File: src/core/fbpe_consts.svh
// Offsets, status bit positions, command codes and sizes of the buffered program engine.
// Included by the package and the top module; definitions only.
`ifndef FBPE_CONSTS_SVH
`define FBPE_CONSTS_SVH
`define FBPE_OFS_ADDR 8'h00
`define FBPE_OFS_DATA 8'h04
`define FBPE_OFS_STAT 8'h08
`define FBPE_OFS_CTRL 8'h0C
`define FBPE_BUF_WORDS 32
`define FBPE_ALIGN_BITS 5
`define FBPE_ADDR_W 26
`define FBPE_BLK_LOG2 16
`define FBPE_CMD_BP_SETUP 8'hE8
`define FBPE_CMD_FB_SETUP 8'h80
`define FBPE_CMD_CONFIRM 8'hD0
`define FBPE_CMD_CLR_STAT 8'h50
`define FBPE_CMD_RD_STAT 8'h70
`define FBPE_CMD_RD_ARRAY 8'hFF
`define FBPE_PAD_WORD 16'hFFFF
`define FBPE_SR_READY 7
`define FBPE_SR_SEQ 5
`define FBPE_SR_PRG 4
`define FBPE_SR_VPP 3
`define FBPE_SR_LOCK 1
`define FBPE_SR_BUSY 0
`define FBPE_SR_RESET 8'h80
`define FBPE_SR_ERR_MASK 8'h3A
`define FBPE_RESP_OKAY 2'b00
`define FBPE_RESP_SLVERR 2'b10
`endif

File: src/core/fbpe_pkg.sv
// Types shared by the buffered program engine: engine states and the array word carrier.
// Assumes fbpe_consts.svh is on the include path.
`include "fbpe_consts.svh"
package fbpe_pkg;
	typedef enum logic [9:0] {
		FBPE_IDLE = 10'h001,
		FBPE_BP_COUNT = 10'h002,
		FBPE_BP_FIRST = 10'h004,
		FBPE_BP_DATA = 10'h008,
		FBPE_BP_CONFIRM = 10'h010,
		FBPE_BP_PROG = 10'h020,
		FBPE_FB_CONFIRM = 10'h040,
		FBPE_FB_SETUP = 10'h080,
		FBPE_FB_FILL = 10'h100,
		FBPE_FB_PROG = 10'h200
	} fbpe_state_t;
	// One word headed for the array
	typedef struct packed {
		logic [`FBPE_ADDR_W-1:0] addr;
		logic [15:0] data;
	} fbpe_word_t;
endpackage : fbpe_pkg

File: src/core/fbpe_top.sv
// Buffered and factory block-fill programming engine with an AXI4-Lite command port.
// Assumes one clock, synchronous inputs, and an array that answers each word with array_done.
`timescale 1ns/1ps
`include "fbpe_consts.svh"
module fbpe_top #(
	parameter int BLK_LOG2 = `FBPE_BLK_LOG2,
	parameter int BUF_WORDS = `FBPE_BUF_WORDS
) (
	input wire logic aclk,
	input wire logic aresetn,
	input wire logic [7:0] awaddr,
	input wire logic awvalid,
	output logic awready,
	input wire logic [31:0] wdata,
	input wire logic [3:0] wstrb,
	input wire logic wvalid,
	output logic wready,
	output logic [1:0] bresp,
	output logic bvalid,
	input wire logic bready,
	input wire logic [7:0] araddr,
	input wire logic arvalid,
	output logic arready,
	output logic [31:0] rdata,
	output logic [1:0] rresp,
	output logic rvalid,
	input wire logic rready,
	input wire logic supply_lockout,
	input wire logic supply_high,
	input wire logic block_locked,
	output fbpe_pkg::fbpe_word_t array_word,
	output logic array_valid,
	input wire logic array_done,
	input wire logic array_err,
	output logic [`FBPE_ADDR_W-1:0] array_raddr,
	input wire logic [15:0] array_rdata
);
	import fbpe_pkg::*;

	localparam int AW = `FBPE_ADDR_W;
	localparam int IW = $clog2(BUF_WORDS);

	logic aw_have_q, w_have_q, awready_q, wready_q, bvalid_q, arready_q, rvalid_q;
	logic [1:0] bresp_q, rresp_q;
	logic [7:0] awaddr_q;
	logic [31:0] wdata_q, rdata_q, addr_q;
	logic [3:0] wstrb_q;
	fbpe_state_t st_q;
	logic [7:0] sr_q;
	logic [IW:0] cnt_q, fill_q, idx_q;
	logic [AW-1:0] org_q, start_q, parr_q;
	logic [15:0] buf_mem [BUF_WORDS];
	logic arr_valid_q, read_status_q;
	fbpe_word_t arr_word_q;

	// Write channel handshakes and commit point
	wire aw_hs = awvalid && awready_q;
	wire w_hs = wvalid && wready_q;
	wire wr_fire = aw_have_q && w_have_q && !bvalid_q;
	wire wr_aligned = awaddr_q[1:0] == 2'b00;
	wire wr_addr_sel = wr_aligned && awaddr_q == `FBPE_OFS_ADDR;
	wire wr_data_sel = wr_aligned && awaddr_q == `FBPE_OFS_DATA;
	wire wr_stat_sel = wr_aligned && awaddr_q == `FBPE_OFS_STAT;
	wire wr_ctrl_sel = wr_aligned && awaddr_q == `FBPE_OFS_CTRL;
	wire wr_mapped = wr_addr_sel || wr_data_sel || wr_stat_sel || wr_ctrl_sel;

	// A flash bus write needs both low byte lanes; partial writes are dropped
	wire fw_go = wr_fire && wr_data_sel && (wstrb_q[1:0] == 2'b11);
	wire [AW-1:0] fw_addr = addr_q[AW-1:0];
	wire [15:0] fw_data = wdata_q[15:0];
	wire [7:0] cmd = fw_data[7:0];
	wire clr_go = wr_fire && wr_ctrl_sel && wstrb_q[0] && wdata_q[0];

	// Read decode; data window shows status while the engine runs
	wire ar_hs = arvalid && arready_q;
	wire rd_aligned = araddr[1:0] == 2'b00;
	wire rd_addr_sel = rd_aligned && araddr == `FBPE_OFS_ADDR;
	wire rd_data_sel = rd_aligned && araddr == `FBPE_OFS_DATA;
	wire rd_stat_sel = rd_aligned && araddr == `FBPE_OFS_STAT;
	wire rd_ctrl_sel = rd_aligned && araddr == `FBPE_OFS_CTRL;
	wire engine_busy = st_q != FBPE_IDLE;
	wire show_status = engine_busy || read_status_q;
	wire [31:0] stat_word = {24'h000000, sr_q};
	wire [31:0] data_word = show_status ? stat_word : {16'h0000, array_rdata};
	wire [31:0] rd_mux = rd_addr_sel ? addr_q :
		rd_data_sel ? data_word :
		rd_stat_sel ? stat_word :
		rd_ctrl_sel ? {30'h0, read_status_q, 1'b0} : 32'h00000000;
	wire rd_mapped = rd_addr_sel || rd_data_sel || rd_stat_sel || rd_ctrl_sel;

	// Engine decode
	wire same_org_blk = fw_addr[AW-1:BLK_LOG2] == org_q[AW-1:BLK_LOG2];
	wire [AW-1:0] off_full = fw_addr - start_q;
	wire [IW:0] bp_off = off_full[IW:0];
	wire bp_in_range = (off_full < AW'(cnt_q));
	wire [BLK_LOG2:0] bp_end = {1'b0, fw_addr[BLK_LOG2-1:0]} + (BLK_LOG2+1)'(cnt_q) - (BLK_LOG2+1)'(1);
	wire bp_cross = bp_end[BLK_LOG2];
	wire count_bad = (fw_data == 16'h0000) || (fw_data > 16'(BUF_WORDS));
	wire [IW:0] prog_total = st_q == FBPE_FB_PROG ? (IW+1)'(BUF_WORDS) : cnt_q;
	wire [AW-1:0] bp_word_addr = start_q + AW'(idx_q);
	wire [AW-1:0] nx_word_addr = st_q == FBPE_FB_PROG ? parr_q : bp_word_addr;
	wire [BLK_LOG2-1:0] parr_low_inc = parr_q[BLK_LOG2-1:0] + BLK_LOG2'(1);
	wire fill_last = fill_q == (IW+1)'(BUF_WORDS - 1);

	// Buffer write port, driven by the engine decode
	wire buf_we = fw_go && ((st_q == FBPE_BP_FIRST) || (st_q == FBPE_BP_DATA && bp_in_range) ||
		(st_q == FBPE_FB_FILL && fw_addr[AW-1:BLK_LOG2] == org_q[AW-1:BLK_LOG2]));
	wire [IW-1:0] buf_wi = st_q == FBPE_BP_FIRST ? IW'(0) :
		st_q == FBPE_BP_DATA ? bp_off[IW-1:0] : fill_q[IW-1:0];

	assign awready = awready_q;
	assign wready = wready_q;
	assign bvalid = bvalid_q;
	assign bresp = bresp_q;
	assign arready = arready_q;
	assign rvalid = rvalid_q;
	assign rdata = rdata_q;
	assign rresp = rresp_q;
	assign array_word = arr_word_q;
	assign array_valid = arr_valid_q;
	assign array_raddr = addr_q[AW-1:0];

	// Write address and data held separately, taken in either order
	always_ff @(posedge aclk) begin
		if (!aresetn) begin
			aw_have_q <= 1'b0;
			w_have_q <= 1'b0;
			awready_q <= 1'b1;
			wready_q <= 1'b1;
			awaddr_q <= 8'h00;
			wdata_q <= 32'h00000000;
			wstrb_q <= 4'h0;
		end else begin
			if (aw_hs) begin
				aw_have_q <= 1'b1;
				awready_q <= 1'b0;
				awaddr_q <= awaddr;
			end else if (wr_fire) begin
				aw_have_q <= 1'b0;
				awready_q <= 1'b1;
			end
			if (w_hs) begin
				w_have_q <= 1'b1;
				wready_q <= 1'b0;
				wdata_q <= wdata;
				wstrb_q <= wstrb;
			end else if (wr_fire) begin
				w_have_q <= 1'b0;
				wready_q <= 1'b1;
			end
		end
	end

	// Write response, one per committed write
	always_ff @(posedge aclk) begin
		if (!aresetn) begin
			bvalid_q <= 1'b0;
			bresp_q <= `FBPE_RESP_OKAY;
		end else if (wr_fire) begin
			bvalid_q <= 1'b1;
			bresp_q <= wr_mapped ? `FBPE_RESP_OKAY : `FBPE_RESP_SLVERR;
		end else if (bready) begin
			bvalid_q <= 1'b0;
		end
	end

	// Flash bus address latch, per byte lane
	genvar gb;
	generate
		for (gb = 0; gb < 4; gb++) begin : g_addr_lane
			always_ff @(posedge aclk) begin
				if (!aresetn) begin
					addr_q[gb*8 +: 8] <= 8'h00;
				end else if (wr_fire && wr_addr_sel && wstrb_q[gb]) begin
					addr_q[gb*8 +: 8] <= wdata_q[gb*8 +: 8];
				end
			end
		end
	endgenerate

	// Read channel, answer one cycle after the address is taken
	always_ff @(posedge aclk) begin
		if (!aresetn) begin
			arready_q <= 1'b1;
			rvalid_q <= 1'b0;
			rdata_q <= 32'h00000000;
			rresp_q <= `FBPE_RESP_OKAY;
		end else if (ar_hs) begin
			arready_q <= 1'b0;
			rvalid_q <= 1'b1;
			rdata_q <= rd_mux;
			rresp_q <= rd_mapped ? `FBPE_RESP_OKAY : `FBPE_RESP_SLVERR;
		end else if (rvalid_q && rready) begin
			rvalid_q <= 1'b0;
			arready_q <= 1'b1;
		end
	end

	// Buffer storage; no reset, a buffered-program slot the host never writes in range keeps its old word and is programmed
	always_ff @(posedge aclk) begin
		if (buf_we) begin
			buf_mem[buf_wi] <= fw_data;
		end
	end

	// Write engine. Clears come first so a same-cycle set wins.
	always_ff @(posedge aclk) begin
		if (!aresetn) begin
			st_q <= FBPE_IDLE;
			sr_q <= `FBPE_SR_RESET;
			cnt_q <= '0;
			fill_q <= '0;
			idx_q <= '0;
			org_q <= '0;
			start_q <= '0;
			parr_q <= '0;
			arr_valid_q <= 1'b0;
			arr_word_q <= '0;
			read_status_q <= 1'b0;
		end else begin
			if (clr_go || (fw_go && st_q == FBPE_IDLE && cmd == `FBPE_CMD_CLR_STAT)) begin
				sr_q <= sr_q & ~`FBPE_SR_ERR_MASK;
			end
			case (st_q)
				FBPE_IDLE: begin
					if (fw_go) begin
						case (cmd)
							`FBPE_CMD_BP_SETUP: begin
								org_q <= fw_addr;
								sr_q[`FBPE_SR_READY] <= 1'b1;
								st_q <= FBPE_BP_COUNT;
							end
							`FBPE_CMD_FB_SETUP: begin
								org_q <= fw_addr;
								st_q <= FBPE_FB_CONFIRM;
							end
							`FBPE_CMD_RD_STAT: read_status_q <= 1'b1;
							`FBPE_CMD_RD_ARRAY: read_status_q <= 1'b0;
							default: ;
						endcase
					end
				end
				FBPE_BP_COUNT: begin
					if (fw_go) begin
						if (count_bad) begin
							sr_q[`FBPE_SR_READY] <= 1'b1;
							sr_q[`FBPE_SR_SEQ] <= 1'b1;
							sr_q[`FBPE_SR_PRG] <= 1'b1;
							st_q <= FBPE_IDLE;
						end else begin
							cnt_q <= fw_data[IW:0];
							st_q <= FBPE_BP_FIRST;
						end
					end
				end
				FBPE_BP_FIRST: begin
					if (fw_go) begin
						start_q <= fw_addr;
						fill_q <= (IW+1)'(1);
						if (bp_cross) begin
							sr_q[`FBPE_SR_READY] <= 1'b1;
							sr_q[`FBPE_SR_SEQ] <= 1'b1;
							sr_q[`FBPE_SR_PRG] <= 1'b1;
							st_q <= FBPE_IDLE;
						end else if (cnt_q == (IW+1)'(1)) begin
							st_q <= FBPE_BP_CONFIRM;
						end else begin
							st_q <= FBPE_BP_DATA;
						end
					end
				end
				FBPE_BP_DATA: begin
					if (fw_go) begin
						fill_q <= fill_q + (IW+1)'(1);
						if (fill_q + (IW+1)'(1) == cnt_q) begin
							st_q <= FBPE_BP_CONFIRM;
						end
					end
				end
				FBPE_BP_CONFIRM: begin
					if (fw_go) begin
						sr_q[`FBPE_SR_READY] <= 1'b1;
						if (cmd != `FBPE_CMD_CONFIRM || !same_org_blk) begin
							sr_q[`FBPE_SR_SEQ] <= 1'b1;
							sr_q[`FBPE_SR_PRG] <= 1'b1;
							st_q <= FBPE_IDLE;
						end else if (supply_lockout) begin
							sr_q[`FBPE_SR_PRG] <= 1'b1;
							sr_q[`FBPE_SR_VPP] <= 1'b1;
							st_q <= FBPE_IDLE;
						end else if (block_locked) begin
							sr_q[`FBPE_SR_PRG] <= 1'b1;
							sr_q[`FBPE_SR_LOCK] <= 1'b1;
							st_q <= FBPE_IDLE;
						end else begin
							sr_q[`FBPE_SR_READY] <= 1'b0;
							idx_q <= '0;
							st_q <= FBPE_BP_PROG;
						end
					end
				end
				FBPE_FB_CONFIRM: begin
					if (fw_go) begin
						if (cmd == `FBPE_CMD_CONFIRM) begin
							sr_q[`FBPE_SR_READY] <= 1'b0;
							st_q <= FBPE_FB_SETUP;
						end else begin
							sr_q[`FBPE_SR_READY] <= 1'b1;
							sr_q[`FBPE_SR_SEQ] <= 1'b1;
							sr_q[`FBPE_SR_PRG] <= 1'b1;
							st_q <= FBPE_IDLE;
						end
					end
				end
				FBPE_FB_SETUP: begin
					// Lock, supply and alignment checked before any data is taken
					if (block_locked || !supply_high || org_q[`FBPE_ALIGN_BITS-1:0] != '0) begin
						sr_q[`FBPE_SR_READY] <= 1'b1;
						sr_q[`FBPE_SR_PRG] <= 1'b1;
						sr_q[`FBPE_SR_LOCK] <= block_locked;
						sr_q[`FBPE_SR_VPP] <= !supply_high;
						st_q <= FBPE_IDLE;
					end else begin
						parr_q <= org_q;
						fill_q <= '0;
						sr_q[`FBPE_SR_BUSY] <= 1'b0;
						st_q <= FBPE_FB_FILL;
					end
				end
				FBPE_FB_FILL: begin
					if (fw_go) begin
						if (fw_addr[AW-1:BLK_LOG2] != org_q[AW-1:BLK_LOG2]) begin
							// Partial fill is dropped; exit keeps the read mode
							sr_q[`FBPE_SR_READY] <= 1'b1;
							st_q <= FBPE_IDLE;
						end else if (fill_last) begin
							sr_q[`FBPE_SR_BUSY] <= 1'b1;
							idx_q <= '0;
							st_q <= FBPE_FB_PROG;
						end else begin
							fill_q <= fill_q + (IW+1)'(1);
						end
					end
				end
				FBPE_BP_PROG, FBPE_FB_PROG: begin
					// Host writes are not looked at here
					if (arr_valid_q) begin
						if (array_done) begin
							arr_valid_q <= 1'b0;
							idx_q <= idx_q + (IW+1)'(1);
							parr_q <= {parr_q[AW-1:BLK_LOG2], parr_low_inc};
							if (array_err) begin
								sr_q[`FBPE_SR_READY] <= 1'b1;
								sr_q[`FBPE_SR_PRG] <= 1'b1;
								st_q <= FBPE_IDLE;
							end
						end
					end else if (idx_q == prog_total) begin
						if (st_q == FBPE_FB_PROG) begin
							fill_q <= '0;
							sr_q[`FBPE_SR_BUSY] <= 1'b0;
							st_q <= FBPE_FB_FILL;
						end else begin
							sr_q[`FBPE_SR_READY] <= 1'b1;
							read_status_q <= 1'b1;
							st_q <= FBPE_IDLE;
						end
					end else begin
						// Boundary crossings cost the array extra time, not this engine
						arr_word_q <= '{addr: nx_word_addr, data: buf_mem[idx_q[IW-1:0]]};
						arr_valid_q <= 1'b1;
					end
				end
				default: st_q <= FBPE_IDLE;
			endcase
		end
	end
endmodule : fbpe_top

File: config.mk
export PLATFORM = sky130hd
export DESIGN_NAME = fbpe_top
export DESIGN_NICKNAME = d
export VERILOG_FILES = /design/src/core/fbpe_pkg.sv /design/src/core/fbpe_top.sv
export VERILOG_INCLUDE_DIRS = /design/src /design/src/core
export SDC_FILE = /design/constraint.sdc
export NUM_CORES = 1
export LEC_CHECK = 0
export BUFFER_PORTS_ARGS = -buffer_cell sky130_fd_sc_hd__buf_4
export CORE_ASPECT_RATIO = 1.75
export CORE_MARGIN = 4
export CORE_UTILIZATION = 55
export DETAILED_ROUTE_END_ITERATION = 8
export PLACE_DENSITY = 0.76
export SLEW_MARGIN = 10
export SYNTH_ARGS = -nofsm -noshare
export SYNTH_HDL_FRONTEND = slang
export SYNTH_SLANG_ARGS = --single-unit
export TNS_END_PERCENT = 50
File: constraint.sdc
create_clock -name aclk -period 4.6 [get_ports aclk]
set_input_delay 0.46 -clock aclk [delete_from_list [all_inputs] [get_ports aclk]]
set_output_delay 0.46 -clock aclk [all_outputs]
set_load 0.01 [all_outputs]
# Word level (Yosys, flattened, before mapping)
# Memories as Yosys holds them, arrays and structs flattened. A register that Yosys moved wholly into a read port is not among the register bits.
# Index checks and enable logic that the tools add are counted.
# classes
muxes	139
reduce_logical	73
mul	0
n_lt_le_gt_ge	2
add_sub_neg	7
eq_ne	58
shifts	0
div	0
bitwise	5
# op_table
operator	count
$mux 10	16
$mux 6	21
$pmux 10 s9	1
$mux 16	4
$mux 1	62
$mux 26	2
$pmux 26 s2	1
$ne 2x2->1 const B	20
$eq 8x4->1 const B	4
$eq 8x8->1 const B	4
$mux 32	1
$pmux 6 s5	1
$logic_and 1x1->1	29
$add 26x6->26	1
$lt 26x6->1	1
$sub 26x26->26	1
$mux 2	10
$mux 5	4
$pmux 10 s2	1
$reduce_and 10->1	2
$mux 9	2
$pmux 6 s3	1
$add 16x6->17	1
$sub 17x1->17 const B	1
other kinds (49)	93
# totals
ff_bits	259
ram_bits	512
wordCells	314
output_inout_bits	110
rom_bits	0
n_memories	1
latch_bits	0
# memory_table
memory	words	width	rd	rd_ports_with_merged_regs	wr	line_no	source
buf_mem	32	16	1	1	1	fbpe_top.sv:52	logic [15:0] buf_mem [BUF_WORDS];

# Depth between registers and ports, before layout
# logic_depth
word_depth	13
mapped_depth	17

# Worst setup path after synthesis
# No wires, ideal clock.
# synth_timing
path_type	flip-flop to flip-flop
from	reg addr_q[0] (netlist: array_raddr[0])
to	mem buf_mem[12][0] (enable)
period_less_slack_ps	4840
slack_ps	-240
stages_incl_launch_ff	18
t_arrival_ps	4451
path_cell_list	dfxtp_1 -> inv_1 -> ha_1 -> fa_1 -> nand2b_1 -> nand2b_1 -> a21oi_1 -> xor2_1 -> inv_1 -> ha_1 -> a21o_1 -> a2111oi_0 -> o2111ai_1 -> nor4_1 -> nand4_1 -> nor4_4 -> a31oi_4 -> nor2_1
# synth_between
elab_chain_len	8
elab_cells_between_ends	10
cone_classes	1 x add/sub; 1 x order compare; 4 x mux; 4 x reduce/logical
# synth_rtl
element	line_no	source
start, declared	fbpe_top.sv:46	logic [31:0] wdata_q, rdata_q, addr_q;
start signal, assigned by index	fbpe_top.sv:175	addr_q[gb*8 +: 8] <= wdata_q[gb*8 +: 8];
$sub 26x26->26 (*)	fbpe_top.sv:93	wire [AW-1:0] off_full = fw_addr - start_q;
$lt 26x6->1	fbpe_top.sv:95	wire bp_in_range = (off_full < AW'(cnt_q));
$logic_and 1x1->1	fbpe_top.sv:106	wire buf_we = fw_go && ((st_q == FBPE_BP_FIRST) || (st_q == FBPE_BP_DATA && bp_in_range) ||
$logic_or 1x1->1 (2 in a row)	fbpe_top.sv:106	
$logic_and 1x1->1	fbpe_top.sv:106	
$mux 1	fbpe_top.sv:201	if (buf_we) begin
$mux 1 (implied by the code)	fbpe_top.sv:202	buf_mem[buf_wi] <= fw_data;
end, declared	fbpe_top.sv:52	
# Every way passes the cells marked *; elsewhere a longest branch is shown, timed or not.

# Final worst setup path
# layout_timing
from	reg addr_q[0] (netlist: array_raddr[0])
to	mem buf_mem[29][7] (enable)
# The elaborated chain is that of the path after synthesis.

==> flow_summary.ini <==
[grt]
grt_pass1_vias = 24150
grt_pass1_wl_mm = 156.8
antenna_found_initial = 2
grt_max_degree = 129
grt_usage_pct = 31.63
grt-ovfl-total = 0

[drt]
dr_total_vias = 24400
drcViolationCount = 0
antenna_left = 0
wire_per_inst_microns = 28.63
first_iter_violations = 2507
firstDrtPassIters = 9
viasPerCell = 6.389
routed_wl_mm = 109.3

[clock_network]
h-tree-depth = 3
tritoncts = done
cts_root_buf = clkbuf_16
insertion_delay_ns = 0.66
cts.clk_slew.worst_paths_ns = 0.07
clock_sinks = 785
cts_buffer_depth = 3
numCtsBuffers = 70

[setup_path]
r2r_start = array_raddr[0]
critPathKind = flop to flop
required_ns = 4.94
crit_fanout = 8
regToRegSetupSlack_ns = 0.22
ff2ff_path_depth = 20
cp_data_arrival_time_ns = 4.72
startpoint_type = flop
cp-end-kind = flop
r2r_end = buf_mem[29][7]

[placement]
placedCellCount = 3661
globalplace.congestion = 1.024
pre_cts_ws_ns = -0.1475
place.port_buffers = 187
hpwl_mm = 74.74
place_area_sq_um = 37340

[power]
power_density_nw_per_um2 = 346.5
p_total_uw = 13990
ir_worst_vdd_uv = 343.8
power.leakage_uw = 0.01425

[finish]
fin_area_sq_um = 40370
stdcell_count = 3819
drive_above_1_share_pct = 22.47
mostFrequentLayoutCell = edfxtp_1
final_cell_mix = edfxtp_1 (512), nand2_1 (397), buf_4 (278)
utilization_pct = 64.72
area_delta_synth_final_pct = 16.13
nets = 3104

[synth]
yosys.cell_types.count = 80
synthFlopType = edfxtp_1
synth_xor_area_share_pct = 1.537
synth-warning-count = 0
syn_inst = 2737
synth_mux_area_share_pct = 11.49
synth.avg_cell_area_sq_um = 12.70
ys_ff_latch = 785
yosysSeqAreaShare_pct = 59.95
syn_area_sq_um = 34760
synth_top_family_by_area = simple AND/OR/NAND/NOR gates
synth_enable_flop_cells = 512
yosys.area_share.adder_pct = 2.203
synthSimpleGateAreaFrac_pct = 11.87
synthArstFlopShare_pct = 0
synth_compound_area_share_pct = 9.787

[timing]
rsz0062_at_grt = false
slew_headroom_pct = 23.16
hold_violations = 0
finalMaxSlewViolations = 0
setup_slack_ns = 0.2239
tightest_slew_ns = 1.146
timing.final.crit_share_pct = 95.13
min_period_ns = 4.376
max_freq_ghz = 0.2285
finClkSkew_ns = 0.02694
setup_viol = 0

[worst_hold_path]
hp-class = input pin to flop
min_to = wstrb_q[2]
min_path_cells = 3
hold_path_startpoint = wstrb[2]

[die]
fp.coreArea_sq_um = 62370
fp.dieArea_sq_um = 67450
num_rows = 121
initial_core_util_pct = 55.73
ios = 190
dieWidth_microns = 198.0
fp.dieH_microns = 340.6

[outcome]
status = finished clean

[run]
drv_cap = 0
[what timing repair did]
action,4_1_cts,5_1_grt
pin swaps,5,8
cloned,1,21
hold buffers,0,0
endpoints found under the setup margin,512,512
resized for setup,30,119
setup buffers,6,1
[report_power, final]
group	internal (uW)	switching [uW]
clock	3270	2730
combinational	133	292
sequential	7540	31.5
[flip-flops by register name, summed over array words and instances, names as in the netlist, 4 cells and up]
register     cells
buf_mem        512
idx_q            6
wstrb_q          4
fill_q           6
array_raddr     26
cnt_q            6
wdata_q         32
array_word      42
org_q           26
parr_q          26
sr_q             6
addr_q           6
st_q            10
awaddr_q         8
start_q         26
rdata           32
[stage by stage]
stage                     hold slack [ns]  setup TNS (ns)
final                             0.08003               0
after global routing              0.06660               0
after CTS                         0.05592               0
after detailed placement           0.4569          -46.29
after global placement             0.4510          -26.84
after floorplan                    0.4411         -118.47
[layer usage]
layer / global-route usage (%) / wire (microns) / vias to the layer above
met2: 52.75 / 54240 / 1492
met4: 28.55 / 12700 / 0
met5: 0 / 0 / -
met1: 33.72 / 33820 / 11820
li1: - / - / 10610
met3: 5.659 / 8575 / 477
[critical path: stages (launching register included)]
cell and delay, ns:
dfxtp_2 0.33, inv_1 0.06, ha_2 0.19, fa_2 0.35, nand2b_4 0.15, nand2b_1 0.06
a21oi_1 0.07, xor2_1 0.20, inv_1 0.10, ha_4 0.22, a21o_1 0.16, a2111oi_2 0.30
o2111ai_1 0.15, nor4_1 0.29, nand4_1 0.19, nor4_4 0.37, buf_6 0.20, a31oi_4 0.10
buf_12 0.21, nor2_4 0.17, buf_6 0.19
[synthesized netlist by cell type, types with 23 or more instances]
cell type  count  area share (%)
nand4_1       23            0.41
a21oi_1       79             1.1
a21boi_0     155             3.3
nor2b_1       36            0.65
nand2_1      397             4.3
buf_4         28            0.60
mux2i_1       39             1.1
nor2_1       152             1.6
mux4_2       160              10
ha_1          58             2.1
and2_1        41            0.74
clkbuf_1     130             1.4
buf_1         24            0.26
inv_1         71            0.77
nand3_1       97             1.4
edfxtp_1     512              44
dfxtp_1      273              16
xnor2_1       46             1.2
o21ai_0       91             1.3
[worst max path at each step]
stage,from,to,slack [ns],cells past startpoint
2_1_floorplan,array_raddr[0],buf_mem[12][0],-0.24,17
3_3_place_gp,array_raddr[0],buf_mem[30][1],-0.12,19
3_5_place_dp,array_raddr[0],buf_mem[26][3],-0.15,19
4_1_cts,array_raddr[0],buf_mem[30][7],0.0007,20
5_1_grt,array_raddr[0],buf_mem[6][1],0.02,20
6_report,array_raddr[0],buf_mem[29][7],0.22,20
[cell families after synthesis]
kind of cell	Yosys count
other	1
DFF	785
AOI/OAI and AO/OA	493
and+or+nand+nor	879
xor gates and xnor gates	61
buffers and inverters	259
muxes	199
adders and majority gates	60
[area by class of cell]
| cell class | instances | area [sq um] |
|---|---|---|
| tap | 799 | 999.7 |
| inverter | 71 | 266.5 |
| timing repair buffer | 342 | 2887 |
| fill | 4499 | 22010 |
| multi-input combinational | 1694 | 13060 |
| clock buffer | 82 | 1807 |
| antenna | 3 | 7.507 |
| sequential | 785 | 20850 |
| clock inverter | 43 | 489.2 |
No activity file was read; power rests on OpenSTA's default activity.
